--- config.mk ---
export PLATFORM = sky130hd
export DESIGN_NAME = spdc_regs
export DESIGN_NICKNAME = d
export VERILOG_FILES = /design/src/hw/spdc_pkg.sv /design/src/hw/spdc_regs.sv
export SDC_FILE = /design/constraint.sdc
export NUM_CORES = 1
export LEC_CHECK = 0
export BUFFER_PORTS_ARGS = -buffer_cell sky130_fd_sc_hd__buf_2
export CAP_MARGIN = 15
export CORE_ASPECT_RATIO = 1.2
export CORE_MARGIN = 5
export CORE_UTILIZATION = 43
export DETAILED_ROUTE_END_ITERATION = 12
export GPL_TIMING_DRIVEN = 0
export PLACE_DENSITY_LB_ADDON = 0.12
export SLEW_MARGIN = 25
export SYNTH_ARGS = -nofsm -noshare
export SYNTH_HDL_FRONTEND = slang
export SYNTH_SLANG_ARGS = --single-unit
--- constraint.sdc ---
create_clock -name i_clk_sys -period 3.6 [get_ports i_clk_sys]
set_input_delay 0.18 -clock i_clk_sys [delete_from_list [all_inputs] [get_ports i_clk_sys]]
set_output_delay 0.18 -clock i_clk_sys [all_outputs]
set_load 0.005 [all_outputs]
--- src/hw/spdc_pkg.sv ---
// Package for the switch port device control register bank.
// Assumes an APB master on the same clock as the bank.
package spdc_pkg;

  // ****************************************************************
  // Register map
  // ****************************************************************
  localparam logic [7:0] SPDC_OFF_DEV_CTRL = 8'hC8;
  localparam logic [7:0] SPDC_OFF_ERR_EVT = 8'hCC;
  localparam logic [15:0] SPDC_CTRL_RESET = 16'h0000;

  // ****************************************************************
  // Field positions
  // ****************************************************************
  localparam int SPDC_BIT_CORR_EN = 0;
  localparam int SPDC_BIT_NONFATAL_EN = 1;
  localparam int SPDC_BIT_FATAL_EN = 2;
  localparam int SPDC_BIT_UNSUP_EN = 3;
  localparam int SPDC_BIT_RELAX_ORD = 4;
  localparam int SPDC_PAYLOAD_LSB = 5;
  localparam int SPDC_PAYLOAD_MSB = 7;
  localparam int SPDC_BIT_EXT_TAG = 8;
  localparam int SPDC_BIT_PHANTOM = 9;
  localparam int SPDC_BIT_AUX_PWR = 10;
  localparam int SPDC_BIT_NO_SNOOP = 11;
  localparam int SPDC_RDREQ_LSB = 12;
  localparam int SPDC_RDREQ_MSB = 14;
  localparam int SPDC_BIT_RSVD = 15;

  // ****************************************************************
  // Payload capability codes
  // ****************************************************************
  localparam logic [2:0] SPDC_PAYLOAD_RESET = 3'h0;
  localparam logic [2:0] SPDC_CAP_256 = 3'h1;
  localparam logic [2:0] SPDC_CAP_512 = 3'h2;
  localparam logic [2:0] SPDC_RDREQ_FIXED = 3'h0;

  // Error event group; order is correctable, non-fatal, fatal, unsupported.
  typedef struct packed {
    logic unsup;
    logic fatal;
    logic nonfatal;
    logic corr;
  } spdc_err_type;

  typedef struct packed {
    logic [7:0] paddr;
    logic psel;
    logic penable;
    logic pwrite;
    logic [31:0] pwdata;
    logic [3:0] pstrb;
  } spdc_apb_req_type;

endpackage : spdc_pkg

--- src/hw/spdc_regs.sv ---
// Device control register bank of one switch port, reached over APB.
// Assumes the error detectors and the payload strap come from outside the clock domain.
//
// Notes on behaviour
// RULE_01: bit 0 correctable error report enable, reset 0
// RULE_02: bit 1 non-fatal error report enable, reset 0
// RULE_03: bit 2 fatal error report enable, reset 0
// RULE_04: bit 3 unsupported request report enable
// RULE_05: bit 4 reads zero, writes ignored
// RULE_06: bits 7:5 writable payload limit, reset 000b
// RULE_07: oversize payload write stores supported capability
// RULE_08: bits 8 and 9 always read zero
// RULE_09: bit 10 sticky aux power enable, power-on reset
// RULE_10: bit 11 reads zero, writes ignored
// RULE_11: bits 14:12 hardwired to 000b
// RULE_12: reserved bit 15 reads zero, writes ignored
// RULE_13: capability 001b strap low, 010b strap high
// RULE_14: error detected flags set regardless of enables
// RULE_15: writes update only the read-write fields
//
// Implementation choice: the APB interface to the registers.
`timescale 1ns/1ps

module spdc_regs
  import spdc_pkg::*;
(
  input wire logic i_clk_sys,
  input wire logic i_rst_n,
  input wire logic i_por_n,
  input wire logic i_psel,
  input wire logic i_penable,
  input wire logic i_pwrite,
  input wire logic [7:0] i_paddr,
  input wire logic [31:0] i_pwdata,
  input wire logic [3:0] i_pstrb,
  input wire logic i_payload_512_strap,
  input wire spdc_err_type i_err_detect,
  output logic o_pready,
  output logic o_pslverr,
  output logic [31:0] o_prdata,
  output spdc_err_type o_err_report_en,
  output logic [2:0] o_payload_limit,
  output logic o_aux_power_en,
  output spdc_err_type o_err_detected
);

  // ****************************************************************
  // Input synchronisers
  // ****************************************************************
  logic strap_meta_reg;
  logic strap_sync_reg;
  spdc_err_type err_meta_reg;
  spdc_err_type err_sync_reg;

  always_ff @(posedge i_clk_sys or negedge i_rst_n) begin
    if (!i_rst_n) begin
      strap_meta_reg <= 1'b0;
      strap_sync_reg <= 1'b0;
      err_meta_reg <= '0;
      err_sync_reg <= '0;
    end else begin
      strap_meta_reg <= i_payload_512_strap;
      strap_sync_reg <= strap_meta_reg;
      err_meta_reg <= i_err_detect;
      err_sync_reg <= err_meta_reg;
    end
  end

  // ****************************************************************
  // Bus decode
  // ****************************************************************
  wire access = i_psel && i_penable;
  wire hit_ctrl = (i_paddr == SPDC_OFF_DEV_CTRL);
  wire hit_evt = (i_paddr == SPDC_OFF_ERR_EVT);
  wire wr_ctrl = access && i_pwrite && hit_ctrl;
  wire wr_evt = access && i_pwrite && hit_evt;
  wire lo_lane = i_pstrb[0];
  wire hi_lane = i_pstrb[1];

  assign o_pready = 1'b1;
  assign o_pslverr = access && !hit_ctrl && !hit_evt;

  // ****************************************************************
  // Control fields
  // ****************************************************************
  logic [3:0] en_reg;
  logic [3:0] en_next;
  logic [2:0] payload_reg;
  logic [2:0] payload_next;
  logic aux_reg;
  logic aux_next;

  // The capability follows the strap live, as the capability register does.
  wire [2:0] cap_code = strap_sync_reg ? SPDC_CAP_512 : SPDC_CAP_256; // RULE_13
  wire [2:0] wr_payload = i_pwdata[SPDC_PAYLOAD_MSB:SPDC_PAYLOAD_LSB];
  wire [2:0] clamped = (wr_payload > cap_code) ? cap_code : wr_payload; // RULE_07

  assign en_next = (wr_ctrl && lo_lane) ? i_pwdata[SPDC_BIT_UNSUP_EN:SPDC_BIT_CORR_EN]
                                        : en_reg; // RULE_15
  assign payload_next = (wr_ctrl && lo_lane) ? clamped : payload_reg; // RULE_06
  assign aux_next = (wr_ctrl && hi_lane) ? i_pwdata[SPDC_BIT_AUX_PWR] : aux_reg;

  always_ff @(posedge i_clk_sys or negedge i_rst_n) begin
    if (!i_rst_n) begin
      en_reg <= SPDC_CTRL_RESET[SPDC_BIT_UNSUP_EN:SPDC_BIT_CORR_EN]; // RULE_01 RULE_02 RULE_03 RULE_04
      payload_reg <= SPDC_PAYLOAD_RESET; // RULE_06
    end else begin
      en_reg <= en_next; // RULE_01 RULE_02 RULE_03 RULE_04
      payload_reg <= payload_next;
    end
  end

  // Sticky bit sits on the power-on reset only, so a port reset keeps it.
  always_ff @(posedge i_clk_sys or negedge i_por_n) begin
    if (!i_por_n) begin
      aux_reg <= SPDC_CTRL_RESET[SPDC_BIT_AUX_PWR]; // RULE_09
    end else begin
      aux_reg <= aux_next; // RULE_09
    end
  end

  // ****************************************************************
  // Error detected flags
  // ****************************************************************
  spdc_err_type det_reg;
  spdc_err_type det_next;
  wire [3:0] clr_mask = (wr_evt && lo_lane) ? i_pwdata[3:0] : 4'h0;

  // A new event outranks a same-cycle write-one-to-clear.
  assign det_next = (det_reg & ~clr_mask) | err_sync_reg; // RULE_14

  always_ff @(posedge i_clk_sys or negedge i_rst_n) begin
    if (!i_rst_n) begin
      det_reg <= '0;
    end else begin
      det_reg <= det_next; // RULE_14
    end
  end

  // ****************************************************************
  // Read path
  // ****************************************************************
  logic [15:0] ctrl_view;
  always_comb begin
    ctrl_view = 16'h0000; // RULE_05 RULE_08 RULE_10 RULE_12
    ctrl_view[SPDC_BIT_UNSUP_EN:SPDC_BIT_CORR_EN] = en_reg;
    ctrl_view[SPDC_PAYLOAD_MSB:SPDC_PAYLOAD_LSB] = payload_reg;
    ctrl_view[SPDC_BIT_AUX_PWR] = aux_reg;
    ctrl_view[SPDC_RDREQ_MSB:SPDC_RDREQ_LSB] = SPDC_RDREQ_FIXED; // RULE_11
  end

  wire [31:0] rd_mux = hit_ctrl ? {16'h0000, ctrl_view} :
                       hit_evt ? {28'h0000000, det_reg} : 32'h00000000;

  logic [31:0] rdata_reg;
  always_ff @(posedge i_clk_sys or negedge i_rst_n) begin
    if (!i_rst_n) begin
      rdata_reg <= 32'h00000000;
    end else if (i_psel && !i_penable && !i_pwrite) begin
      rdata_reg <= rd_mux;
    end
  end

  assign o_prdata = rdata_reg;
  assign o_err_report_en = en_reg;
  assign o_payload_limit = payload_reg;
  assign o_aux_power_en = aux_reg;
  assign o_err_detected = det_reg;

endmodule : spdc_regs

==> results of run 1 <==
## logic make-up after synthesis
logic type               Yosys count
buffers and inverters             33
flip-flops                        30
AND/OR/NAND/NOR                   25
AO/OA/AOI/OAI                     15
multiplexers                      11
adder cells (fa/ha/maj)            2
other                              2
## metrics by stage
step	hold slack (ns)	utilization [%]	total power (W)	cells	setup slack, ns
2_1_floorplan	-0.116	-	0.000394	141	1.98
3_3_place_gp	-0.0443	57.3	0.000420	225	1.71
3_5_place_dp	-0.0414	57.3	0.000423	225	1.72
4_1_cts	0.0919	61.0	0.000601	239	1.93
5_1_grt	0.0909	61.0	0.000627	239	1.89
6_report	0.107	61.0	0.000590	239	1.96
## worst max-delay path, delay by kind of cell
family	cells	cell delay (ns)
buffers and inverters	3	0.39
AND/OR/NAND/NOR	3	0.89
## synth_stat cells (2+ instances only)
cell | number | area share (%)
dfrtp_1 | 30 | 54
buf_4 | 25 | 13
nand2_1 | 11 | 3.0
mux2i_1 | 6 | 4.3
a21o_1 | 4 | 2.2
a22o_1 | 4 | 2.5
inv_1 | 4 | 1.1
mux2_4 | 4 | 4.3
o31ai_1 | 4 | 2.2
clkbuf_1 | 2 | 0.54
conb_1 | 2 | 0.54
ha_1 | 2 | 1.8
nand4_1 | 2 | 0.90
nor2_1 | 2 | 0.54
nor4_1 | 2 | 0.90
o21ai_0 | 2 | 0.72
## final cells by class
class	count	area, µm²	share of cell area (%)
Buffer	29	211	11.2
Clock buffer	7	45.0	2.40
Inverter	4	15.0	0.798
Multi-Input combinational cell	78	503	26.7
Sequential cell	30	751	39.9
Tap cell	36	45.0	2.40
Timing Repair Buffer	55	310	16.5
## worst max path at each step
| stage | from | endpoint | slack, ns | depth (start not counted) |
|---|---|---|---|---|
| floorplan | i_paddr[1] | o_aux_power_en$_DFFE_PN0P_ | 1.98 | 5 |
| global placement | i_paddr[1] | o_err_detected[0]$_DFF_PN0_ | 1.71 | 5 |
| detailed placement | i_paddr[1] | o_err_detected[2]$_DFF_PN0_ | 1.72 | 5 |
| CTS | i_paddr[1] | o_pslverr | 1.93 | 6 |
| global route | i_paddr[1] | o_pslverr | 1.89 | 6 |
| finish | i_paddr[1] | o_pslverr | 1.96 | 6 |
## metal layers
metal,part of all wire (%),up-vias,wire length (µm),GRT usage (%)
met5,0,-,0,0
met4,1.4,0,42,4.95
met3,13,7,395,5.34
met2,49,53,1460,23.6
met1,36,478,1060,16.1
li1,-,524,-,-
## placed cells by master, fill, tap and decap left out
cell type / Yosys / routed
conb_1: 2 / 25
clkbuf_1: 2 / 4
a32oi_1: 1 / 1
o31ai_1: 4 / 4
or3b_4: 1 / 1
o21ai_0: 2 / 2
clkbuf_4: 0 / 5
ha_1: 2 / 2
nor3_1: 1 / 1
or2_2: 1 / 1
or4_4: 1 / 1
nand2_1: 11 / 11
nor4_1: 2 / 2
a21o_1: 4 / 4
nand2b_1: 1 / 1
and2_2: 1 / 1
and3_1: 1 / 1
buf_6: 1 / 1
nor2_1: 2 / 2
inv_1: 4 / 4
a22o_1: 4 / 4
dlygate4sd3_1: 0 / 7
mux2_2: 1 / 1
nand4bb_1: 1 / 1
buf_4: 25 / 25
mux2i_1: 6 / 6
dfrtp_1: 30 / 30
mux2_4: 4 / 4
buf_2: 1 / 49
nand4_1: 2 / 2
## power groups by stage
stage / combinational [W] / clock, W / sequential [W]
after floorplan: 0.0000424 / 0 / 0.000352
after global placement: 0.0000682 / 0 / 0.000352
after detailed placement: 0.0000706 / 0 / 0.000352
after CTS: 0.0000766 / 0.000178 / 0.000346
after global routing: 0.0000872 / 0.000193 / 0.000347
final: 0.0000770 / 0.000168 / 0.000346
## timing repair
action / CTS / global route
hold buffers: 7 / 0
setup endpoints to repair: 0 / 0
hold endpoints to repair: 35 / 0
gates resized for setup: 0 / 0
==> flow_summary.yaml, run 1 <==
placed_design:
  io_buffers: 48
  placed_area_um2: 1770
  place_congestion: 0.698
  dp.final_hpwl_mm: 2.35
detailed_routing:
  route.detailed.drc: 0
  wl_per_cell_um: 12.4
  drt_iter0_markers: 35
  viasPerCell: 4.44
  firstDrtPassIters: 2
  antenna_left: 0
  dr_total_vias: 1062
  routed_wl_mm: 2.96
cts:
  cts.sinks: 30
  insertion_delay_ns: 0.31
  root_buffer: "clkbuf_4"
  htreeDepth: 2
  cts_setup_buffers: 0
  cts_buffers: 5
  clkTransAtPathRegs_ns: 0.08
  clockBufferDepth: 2
  cts_tree: "built"
floorplan:
  initial_core_util_pct: 45.2
  die-area_um2: 4490
  core_area_um2: 3080
  io_pins: 101
  rows: 22
  die_w_um: 62.0
  die_h_um: 72.4
pwr:
  p_leak_nw: 1.05
  ir_worst_vdd_uv: 314
  p_seq_share_pct: 58.5
  comb_power_share_pct: 13.0
  switching_share_pct: 22.2
  intPower_w: 0.000459
  clockPowerShare_pct: 28.4
  power.switching_w: 0.000131
  p_per_area_nw_per_um2: 314
final_layout:
  final_cell_area_um2: 1880
  fin_nets: 260
  largest_reg_flops: 8
  area_growth_pct: 34.9
  num-fill-cells: 256
  final_layout_size_suffix_gt1_share_pct: 43.8
  antenna_cells: 0
worst_setup_path:
  r2r_slack_ns: 2.05
  worst_path_most_repeated_cell: "buf_2"
  crit_chain: "buf_2 -> or3b_4 -> or2_2 -> clkbuf_1 -> and3_1 -> buf_2"
  endpoint_kind: "primary output"
  r2r_start: "strap_sync_reg$_DFF_PN0_"
  critical_path.max_stage_delay_ns: 0.40
  cp_max_fo: 6
  slowest_stage: "or3b_4"
  critPathLaunchType: "input port"
  crit_required_ns: 3.42
  r2r-end: "o_payload_limit[1]$_DFFE_PN0P_"
  crit_type: "in2out"
  r2r_cells: 5
  cp_data_arrival_time_ns: 1.46
timing:
  finalSetupViolCount: 0
  fmax_mhz: 609
  setup_tns_ns: 0
  timing.final.crit_share_pct: 45.6
  fin_skew_ns: 0.00694
  rsz0062_at_grt: "no"
  min_period_ns: 1.64
  finalMaxSlewViolations: 0
  maxSlewHeadroom_pct: 43.5
  hold_viol_final: 0
  max_slew.worst_pin.slew_ns: 0.840
synth:
  synth_cell_types: 28
  synth_top_family_by_area: "buffers and inverters"
  synth.ff_latch_count: 30
  syn-cell-area_um2: 1390
  ys_warn_count: 0
  synth_compound_area_share_pct: 8.17
  async_flop_share_pct: 100
  syn-instance-count: 118
  synthMuxAreaShare_pct: 9.43
  syn_avg_cell_area_um2: 11.8
  ys.flop_type: "dfrtp_1"
  synth-simple-area-share_pct: 9.96
  synthAdderAreaFrac_pct: 1.80
  yosysSeqAreaShare_pct: 53.9
  synth-edff-count: 0
  synthXorXnorAreaFrac_pct: 0
grt:
  grt_pass1_wl_mm: 4.55
  grt_max_degree: 30
  grt_usage_pct: 14.1
  grt_antenna_before_repair: 0
  gr-total-overflow: 0
  grt_pass1_vias: 1008
run:
  cap_violations: 0
worst_hold_path:
  whs_path_depth: 2
  min_from: "i_pwdata[10]"
  min_path_type: "in2reg"
  min_to: "o_aux_power_en$_DFFE_PN0P_"
outcome:
  status: "complete, no violations"
(Power assumes the default switching activity.)
==> inputs of run 2 (changes only) <==
--- a/config.mk
+++ b/config.mk
@@ -9,7 +9,7 @@
 export CAP_MARGIN = 15
 export CORE_ASPECT_RATIO = 1.2
 export CORE_MARGIN = 5
-export CORE_UTILIZATION = 43
+export CORE_UTILIZATION = 36
 export DETAILED_ROUTE_END_ITERATION = 12
 export GPL_TIMING_DRIVEN = 0
 export PLACE_DENSITY_LB_ADDON = 0.12
==> constraint.sdc (replaced) <==
create_clock -name i_clk_sys -period 1.4 [get_ports i_clk_sys]
set_input_delay 0.07 -clock i_clk_sys [delete_from_list [all_inputs] [get_ports i_clk_sys]]
set_output_delay 0.07 -clock i_clk_sys [all_outputs]
set_load 0.005 [all_outputs]
==> run 2 against run 1 <==
  * Final area increased by 9.2%
  * Critical path depth stayed put
  * Combinational power increased to 3.1 times the previous value
  * Wire length up 9.6%
  * Via count increased by 1.5%
  * Register-to-register slack worse by 2.0 ns
  * Largest cell class unchanged
  * Highest routed layer unchanged
==> flow_summary.yaml, run 2 (same netlist as run 1, synthesis figures left out) <==
placed_design:
  placed_cells: 241
  dp.final_hpwl_mm: 2.52
  place_congestion: 0.692
  io_buffers: 48
  placed_area_um2: 1810
pwr:
  power.switching_w: 0.000407
  switching_share_pct: 22.4
  p_seq_share_pct: 49.0
  ir_worst_vdd_uv: 591
  clockPowerShare_pct: 38.0
  p_per_area_nw_per_um2: 885
  intPower_w: 0.00141
  comb_power_share_pct: 13.0
  p_leak_nw: 1.11
worst_setup_path:
  cp_data_arrival_time_ns: 1.54
  endpoint_kind: "flop"
  crit_chain: "inv_2 -> ha_4 -> nand2b_4 -> a32oi_4 -> mux2i_1 -> o21ai_1"
  critPathLaunchType: "flop"
  path_depth: 6
  r2r_start: "strap_sync_reg$_DFF_PN0_"
  cp_max_fo: 3
  r2r_slack_ns: 0.02
  critical_path.max_stage_delay_ns: 0.36
  cp_top_family: "flip-flops"
  r2r_cells: 6
  worst-path-buf-inv: 1
  crit_type: "reg2reg"
  slowest_stage: "dfrtp_1"
  crit_required_ns: 1.56
  r2r-end: "o_payload_limit[1]$_DFFE_PN0P_"
grt:
  grt_usage_pct: 13.2
  gr-total-overflow: 0
  grt_pass1_wl_mm: 5.22
  grt_antenna_before_repair: 0
  grt_max_degree: 30
  grt_pass1_vias: 1122
timing:
  hold_viol_final: 0
  setup_tns_ns: 0
  fin_skew_ns: 0.00670
  fmax_mhz: 727
  min_period_ns: 1.38
  rsz0062_at_grt: "yes"
  max_slew.worst_pin.slew_ns: 0.618
  timing.final.crit_share_pct: 98.3
  whs_ns: 0.0299
  maxSlewHeadroom_pct: 58.4
  finalSetupViolCount: 0
  finalMaxSlewViolations: 0
floorplan:
  die_w_um: 66.8
  die_h_um: 78.2
  initial_core_util_pct: 37.7
  io_pins: 101
  core_area_um2: 3690
  die-area_um2: 5220
  rows: 24
final_layout:
  area_growth_pct: 47.4
  final_util_pct: 55.6
  final_cell_area_um2: 2050
  antenna_cells: 0
  final_layout_size_suffix_gt1_share_pct: 49.3
  largest_reg_flops: 8
  register_area_um2: 751
  multi_input_area_um2: 578
  final_cells: 259
  fin_nets: 263
  layout_commonest_cell: "buf_2"
  layout_common_cells: "buf_2 (49), dfrtp_1 (30), buf_4 (28)"
  num-fill-cells: 339
detailed_routing:
  routed_wl_mm: 3.24
  antenna_left: 0
  viasPerCell: 4.16
  wl_per_cell_um: 12.5
  route.detailed.drc: 0
  dr_total_vias: 1078
  firstDrtPassIters: 3
  drt_iter0_markers: 15
cts:
  cts_buffers: 5
  clockBufferDepth: 2
  insertion_delay_ns: 0.28
  htreeDepth: 2
  cts.sinks: 30
  root_buffer: "clkbuf_8"
  clkTransAtPathRegs_ns: 0.06
  cts_tree: "built"
worst_hold_path:
  min_path_type: "in2reg"
  min_from: "i_pwdata[10]"
  min_to: "o_aux_power_en$_DFFE_PN0P_"
  whs_path_depth: 2
run:
  cap_violations: 0
outcome:
  status: "complete, no violations"
## run 2: cell types whose count changed in the layout (fill, tap and decap cells not counted), moves of 2 or more
cell      change
ha_1          -2
clkbuf_1      -2
o21ai_1       +2
buf_4         +3
clkbuf_8      +7
clkbuf_4      -5
ha_4          +2
o21ai_0       -2
## run 2: how the worst max path moves through the flow
stage | startpoint | to | slack [ns]
6_report | strap_sync_reg$_DFF_PN0_ | o_payload_limit[1]$_DFFE_PN0P_ | 0.02
5_1_grt | strap_sync_reg$_DFF_PN0_ | o_payload_limit[1]$_DFFE_PN0P_ | -0.05
4_1_cts | strap_sync_reg$_DFF_PN0_ | o_payload_limit[1]$_DFFE_PN0P_ | -0.01
3_5_place_dp | i_paddr[1] | o_err_detected[1]$_DFF_PN0_ | -0.41
3_3_place_gp | i_paddr[1] | o_err_detected[2]$_DFF_PN0_ | -0.40
2_1_floorplan | i_paddr[1] | o_err_report_en[0]$_DFFE_PN0P_ | -0.03
## run 2: metrics by stage
step                      total power (W)  setup WS, ns
after floorplan                   0.00102       -0.0276
after global placement            0.00108        -0.400
after detailed placement          0.00109        -0.415
after CTS                         0.00183       -0.0106
after global routing              0.00192       -0.0488
final                             0.00182        0.0239
## run 2: area by class of cell
| class | instances | area share [%] |
|---|---|---|
| Clock inverter | 1 | 0.244 |
| Timing Repair Buffer | 58 | 16.2 |
| Clock buffer | 7 | 4.20 |
| Buffer | 29 | 10.8 |
| Multi-Input combinational cell | 78 | 28.1 |
| Sequential cell | 30 | 36.5 |
| Tap cell | 52 | 3.17 |
| Inverter | 4 | 0.731 |
## run 2: power by group through the flow
| stage | Sequential (W) | Combinational [W] | Clock [W] |
|---|---|---|---|
| 2_1_floorplan | 0.000905 | 0.000111 | 0 |
| 3_3_place_gp | 0.000905 | 0.000177 | 0 |
| 3_5_place_dp | 0.000907 | 0.000183 | 0 |
| 4_1_cts | 0.000891 | 0.000220 | 0.000721 |
| 5_1_grt | 0.000891 | 0.000263 | 0.000763 |
| 6_report | 0.000891 | 0.000236 | 0.000692 |
## run 2: metal layers
layer	track usage, %	part of all wire [%]	vias to the layer above
li1	-	-	523
met1	13.7	37	492
met2	23.4	50	57
met3	5.57	12	6
met4	4.88	1.4	0
met5	0	0	-
## run 2: timing repair
item                                   4_1_cts  5_1_grt
pin swaps                                    2        3
endpoints found under the hold margin       35        0
hold buffers                                 7        0
resized for setup                            8        2
buffers inserted                             1        2
setup endpoints to repair                    6        3
==> inputs of run 3 (changes only) <==
--- a/config.mk
+++ b/config.mk
@@ -12,6 +12,7 @@
 export CORE_UTILIZATION = 36
 export DETAILED_ROUTE_END_ITERATION = 12
 export GPL_TIMING_DRIVEN = 0
+export MAX_ROUTING_LAYER = met4
 export PLACE_DENSITY_LB_ADDON = 0.12
 export SLEW_MARGIN = 25
 export SYNTH_ARGS = -nofsm -noshare
==> run 3 against run 2 <==
  * Sequential share of layout area stayed put
  * Global-route usage grew 0.39 points
  * Sequential power about the same
  * Critical endpoint unchanged
  * Highest routed layer unchanged
  * Wire length unchanged
  * Clock power hardly changed
  * Utilization did not move
  * Critical path depth is the same
==> flow_summary.yaml, run 3 (same netlist as run 1, synthesis figures left out) <==
outcome:
  status: "complete, no violations"
grt:
  grt_pass1_vias: 1121
  grt_usage_pct: 13.6
  grt_max_degree: 30
  gr-total-overflow: 0
  grt_antenna_before_repair: 0
  grt_pass1_wl_mm: 5.22
worst_setup_path:
  critPathLaunchType: "flop"
  r2r_slack_ns: 0.02
  crit_required_ns: 1.56
  endpoint_kind: "flop"
  r2r_cells: 6
  crit_type: "reg2reg"
  r2r-end: "o_payload_limit[1]$_DFFE_PN0P_"
  cp_max_fo: 3
  r2r_start: "strap_sync_reg$_DFF_PN0_"
  cp_data_arrival_time_ns: 1.54
final_layout:
  multi_input_area_um2: 578
  num-fill-cells: 339
  antenna_cells: 0
  register_area_um2: 751
  layout_commonest_cell: "buf_2"
  final_layout_size_suffix_gt1_share_pct: 49.3
  area_growth_pct: 47.4
  final_cells: 259
  fin_nets: 263
  largest_reg_flops: 8
  final_util_pct: 55.6
  layout_common_cells: "buf_2 (49), dfrtp_1 (30), buf_4 (28)"
cts:
  cts.sinks: 30
  root_buffer: "clkbuf_8"
  insertion_delay_ns: 0.28
  htreeDepth: 2
  clockBufferDepth: 2
  cts_tree: "built"
  cts_buffers: 5
  clkTransAtPathRegs_ns: 0.06
timing:
  finalSetupViolCount: 0
  maxSlewHeadroom_pct: 58.4
  rsz0062_at_grt: "yes"
  fmax_mhz: 727
  whs_ns: 0.0299
  timing.final.ws_setup_ns: 0.0239
  hold_viol_final: 0
  timing.final.crit_share_pct: 98.3
  max_slew.worst_pin.slew_ns: 0.618
  finalMaxSlewViolations: 0
  min_period_ns: 1.38
  setup_tns_ns: 0
  fin_skew_ns: 0.00671
pwr:
  p_leak_nw: 1.11
  ir_worst_vdd_uv: 591
  p_per_area_nw_per_um2: 885
placed_design:
  dp.final_hpwl_mm: 2.52
  placed_cells: 241
  place_ws_ns: -0.415
  io_buffers: 48
  place_congestion: 0.700
detailed_routing:
  wl_per_cell_um: 12.5
  dr_total_vias: 1078
  viasPerCell: 4.16
  antenna_left: 0
  drt_iter0_markers: 17
  route.detailed.drc: 0
  firstDrtPassIters: 3
  routed_wl_mm: 3.24
floorplan:
  io_pins: 101
  initial_core_util_pct: 37.7
  rows: 24
  core_area_um2: 3690
  die_h_um: 78.2
  die_w_um: 66.8
  die-area_um2: 5220
run:
  cap_violations: 0
worst_hold_path:
  min_path_type: "in2reg"
  min_from: "i_pwdata[10]"
  whs_path_depth: 2
  min_to: "o_aux_power_en$_DFFE_PN0P_"
-- run 3: cell counts in the layout (fill, tap and decap cells not counted) --
No cell type changed its count.
-- run 3: final cells by class --
| cell class | instances | area share, % |
|---|---|---|
| Buffer | 29 | 10.8 |
| Clock buffer | 7 | 4.20 |
| Clock inverter | 1 | 0.244 |
| Inverter | 4 | 0.731 |
| Multi-Input combinational cell | 78 | 28.1 |
| Sequential cell | 30 | 36.5 |
| Tap cell | 52 | 3.17 |
| Timing Repair Buffer | 58 | 16.2 |
-- run 3: critical path, stage by stage, from the launching register on --
cell      delay, ns
dfrtp_1        0.36
inv_2          0.08
ha_4           0.30
nand2b_4       0.06
a32oi_4        0.18
mux2i_1        0.21
o21ai_1        0.08
-- run 3: timing repair --
item | CTS | global route
endpoints found under the setup margin | 6 | 3
endpoints found under the hold margin | 35 | 0
setup buffers | 1 | 2
gates resized for setup | 8 | 2
pin swaps | 2 | 3
hold buffers | 7 | 0
-- run 3: worst max-delay path by stage --
stage                                        start                              to  slack, ns  depth (start not counted)
after floorplan                         i_paddr[1]  o_err_report_en[0]$_DFFE_PN0P_      -0.03                          4
after global placement                  i_paddr[1]     o_err_detected[2]$_DFF_PN0_      -0.40                          5
after detailed placement                i_paddr[1]     o_err_detected[1]$_DFF_PN0_      -0.41                          5
after CTS                 strap_sync_reg$_DFF_PN0_  o_payload_limit[1]$_DFFE_PN0P_      -0.01                          6
after global routing      strap_sync_reg$_DFF_PN0_  o_payload_limit[1]$_DFFE_PN0P_      -0.05                          6
final                     strap_sync_reg$_DFF_PN0_  o_payload_limit[1]$_DFFE_PN0P_       0.02                          6
-- run 3: per-stage QoR --
stage	power, W	area, µm²
after detailed placement	0.00109	1810
final	0.00182	2050
after CTS	0.00183	2030
after global placement	0.00108	1810
after global routing	0.00192	2050
after floorplan	0.00102	1510
-- run 3: metal layers --
| metal | vias to the layer above | GRT usage, % | wire length [µm] |
|---|---|---|---|
| met5 | - | - | 0 |
| met2 | 57 | 23.4 | 1620 |
| met3 | 6 | 5.57 | 383 |
| met1 | 492 | 13.7 | 1190 |
| met4 | 0 | 4.88 | 46 |
| li1 | 523 | - | - |
-- run 3: report_power, final --
| group | internal (W) | total, W | leakage (nW) | switching (W) |
|---|---|---|---|---|
| Sequential | 0.000884 | 0.000891 | 0.375 | 0.00000636 |
| Clock | 0.000395 | 0.000692 | 0.0482 | 0.000296 |
| Combinational | 0.000132 | 0.000236 | 0.684 | 0.000104 |
| Total | 0.00141 | 0.00182 | 1.11 | 0.000407 |
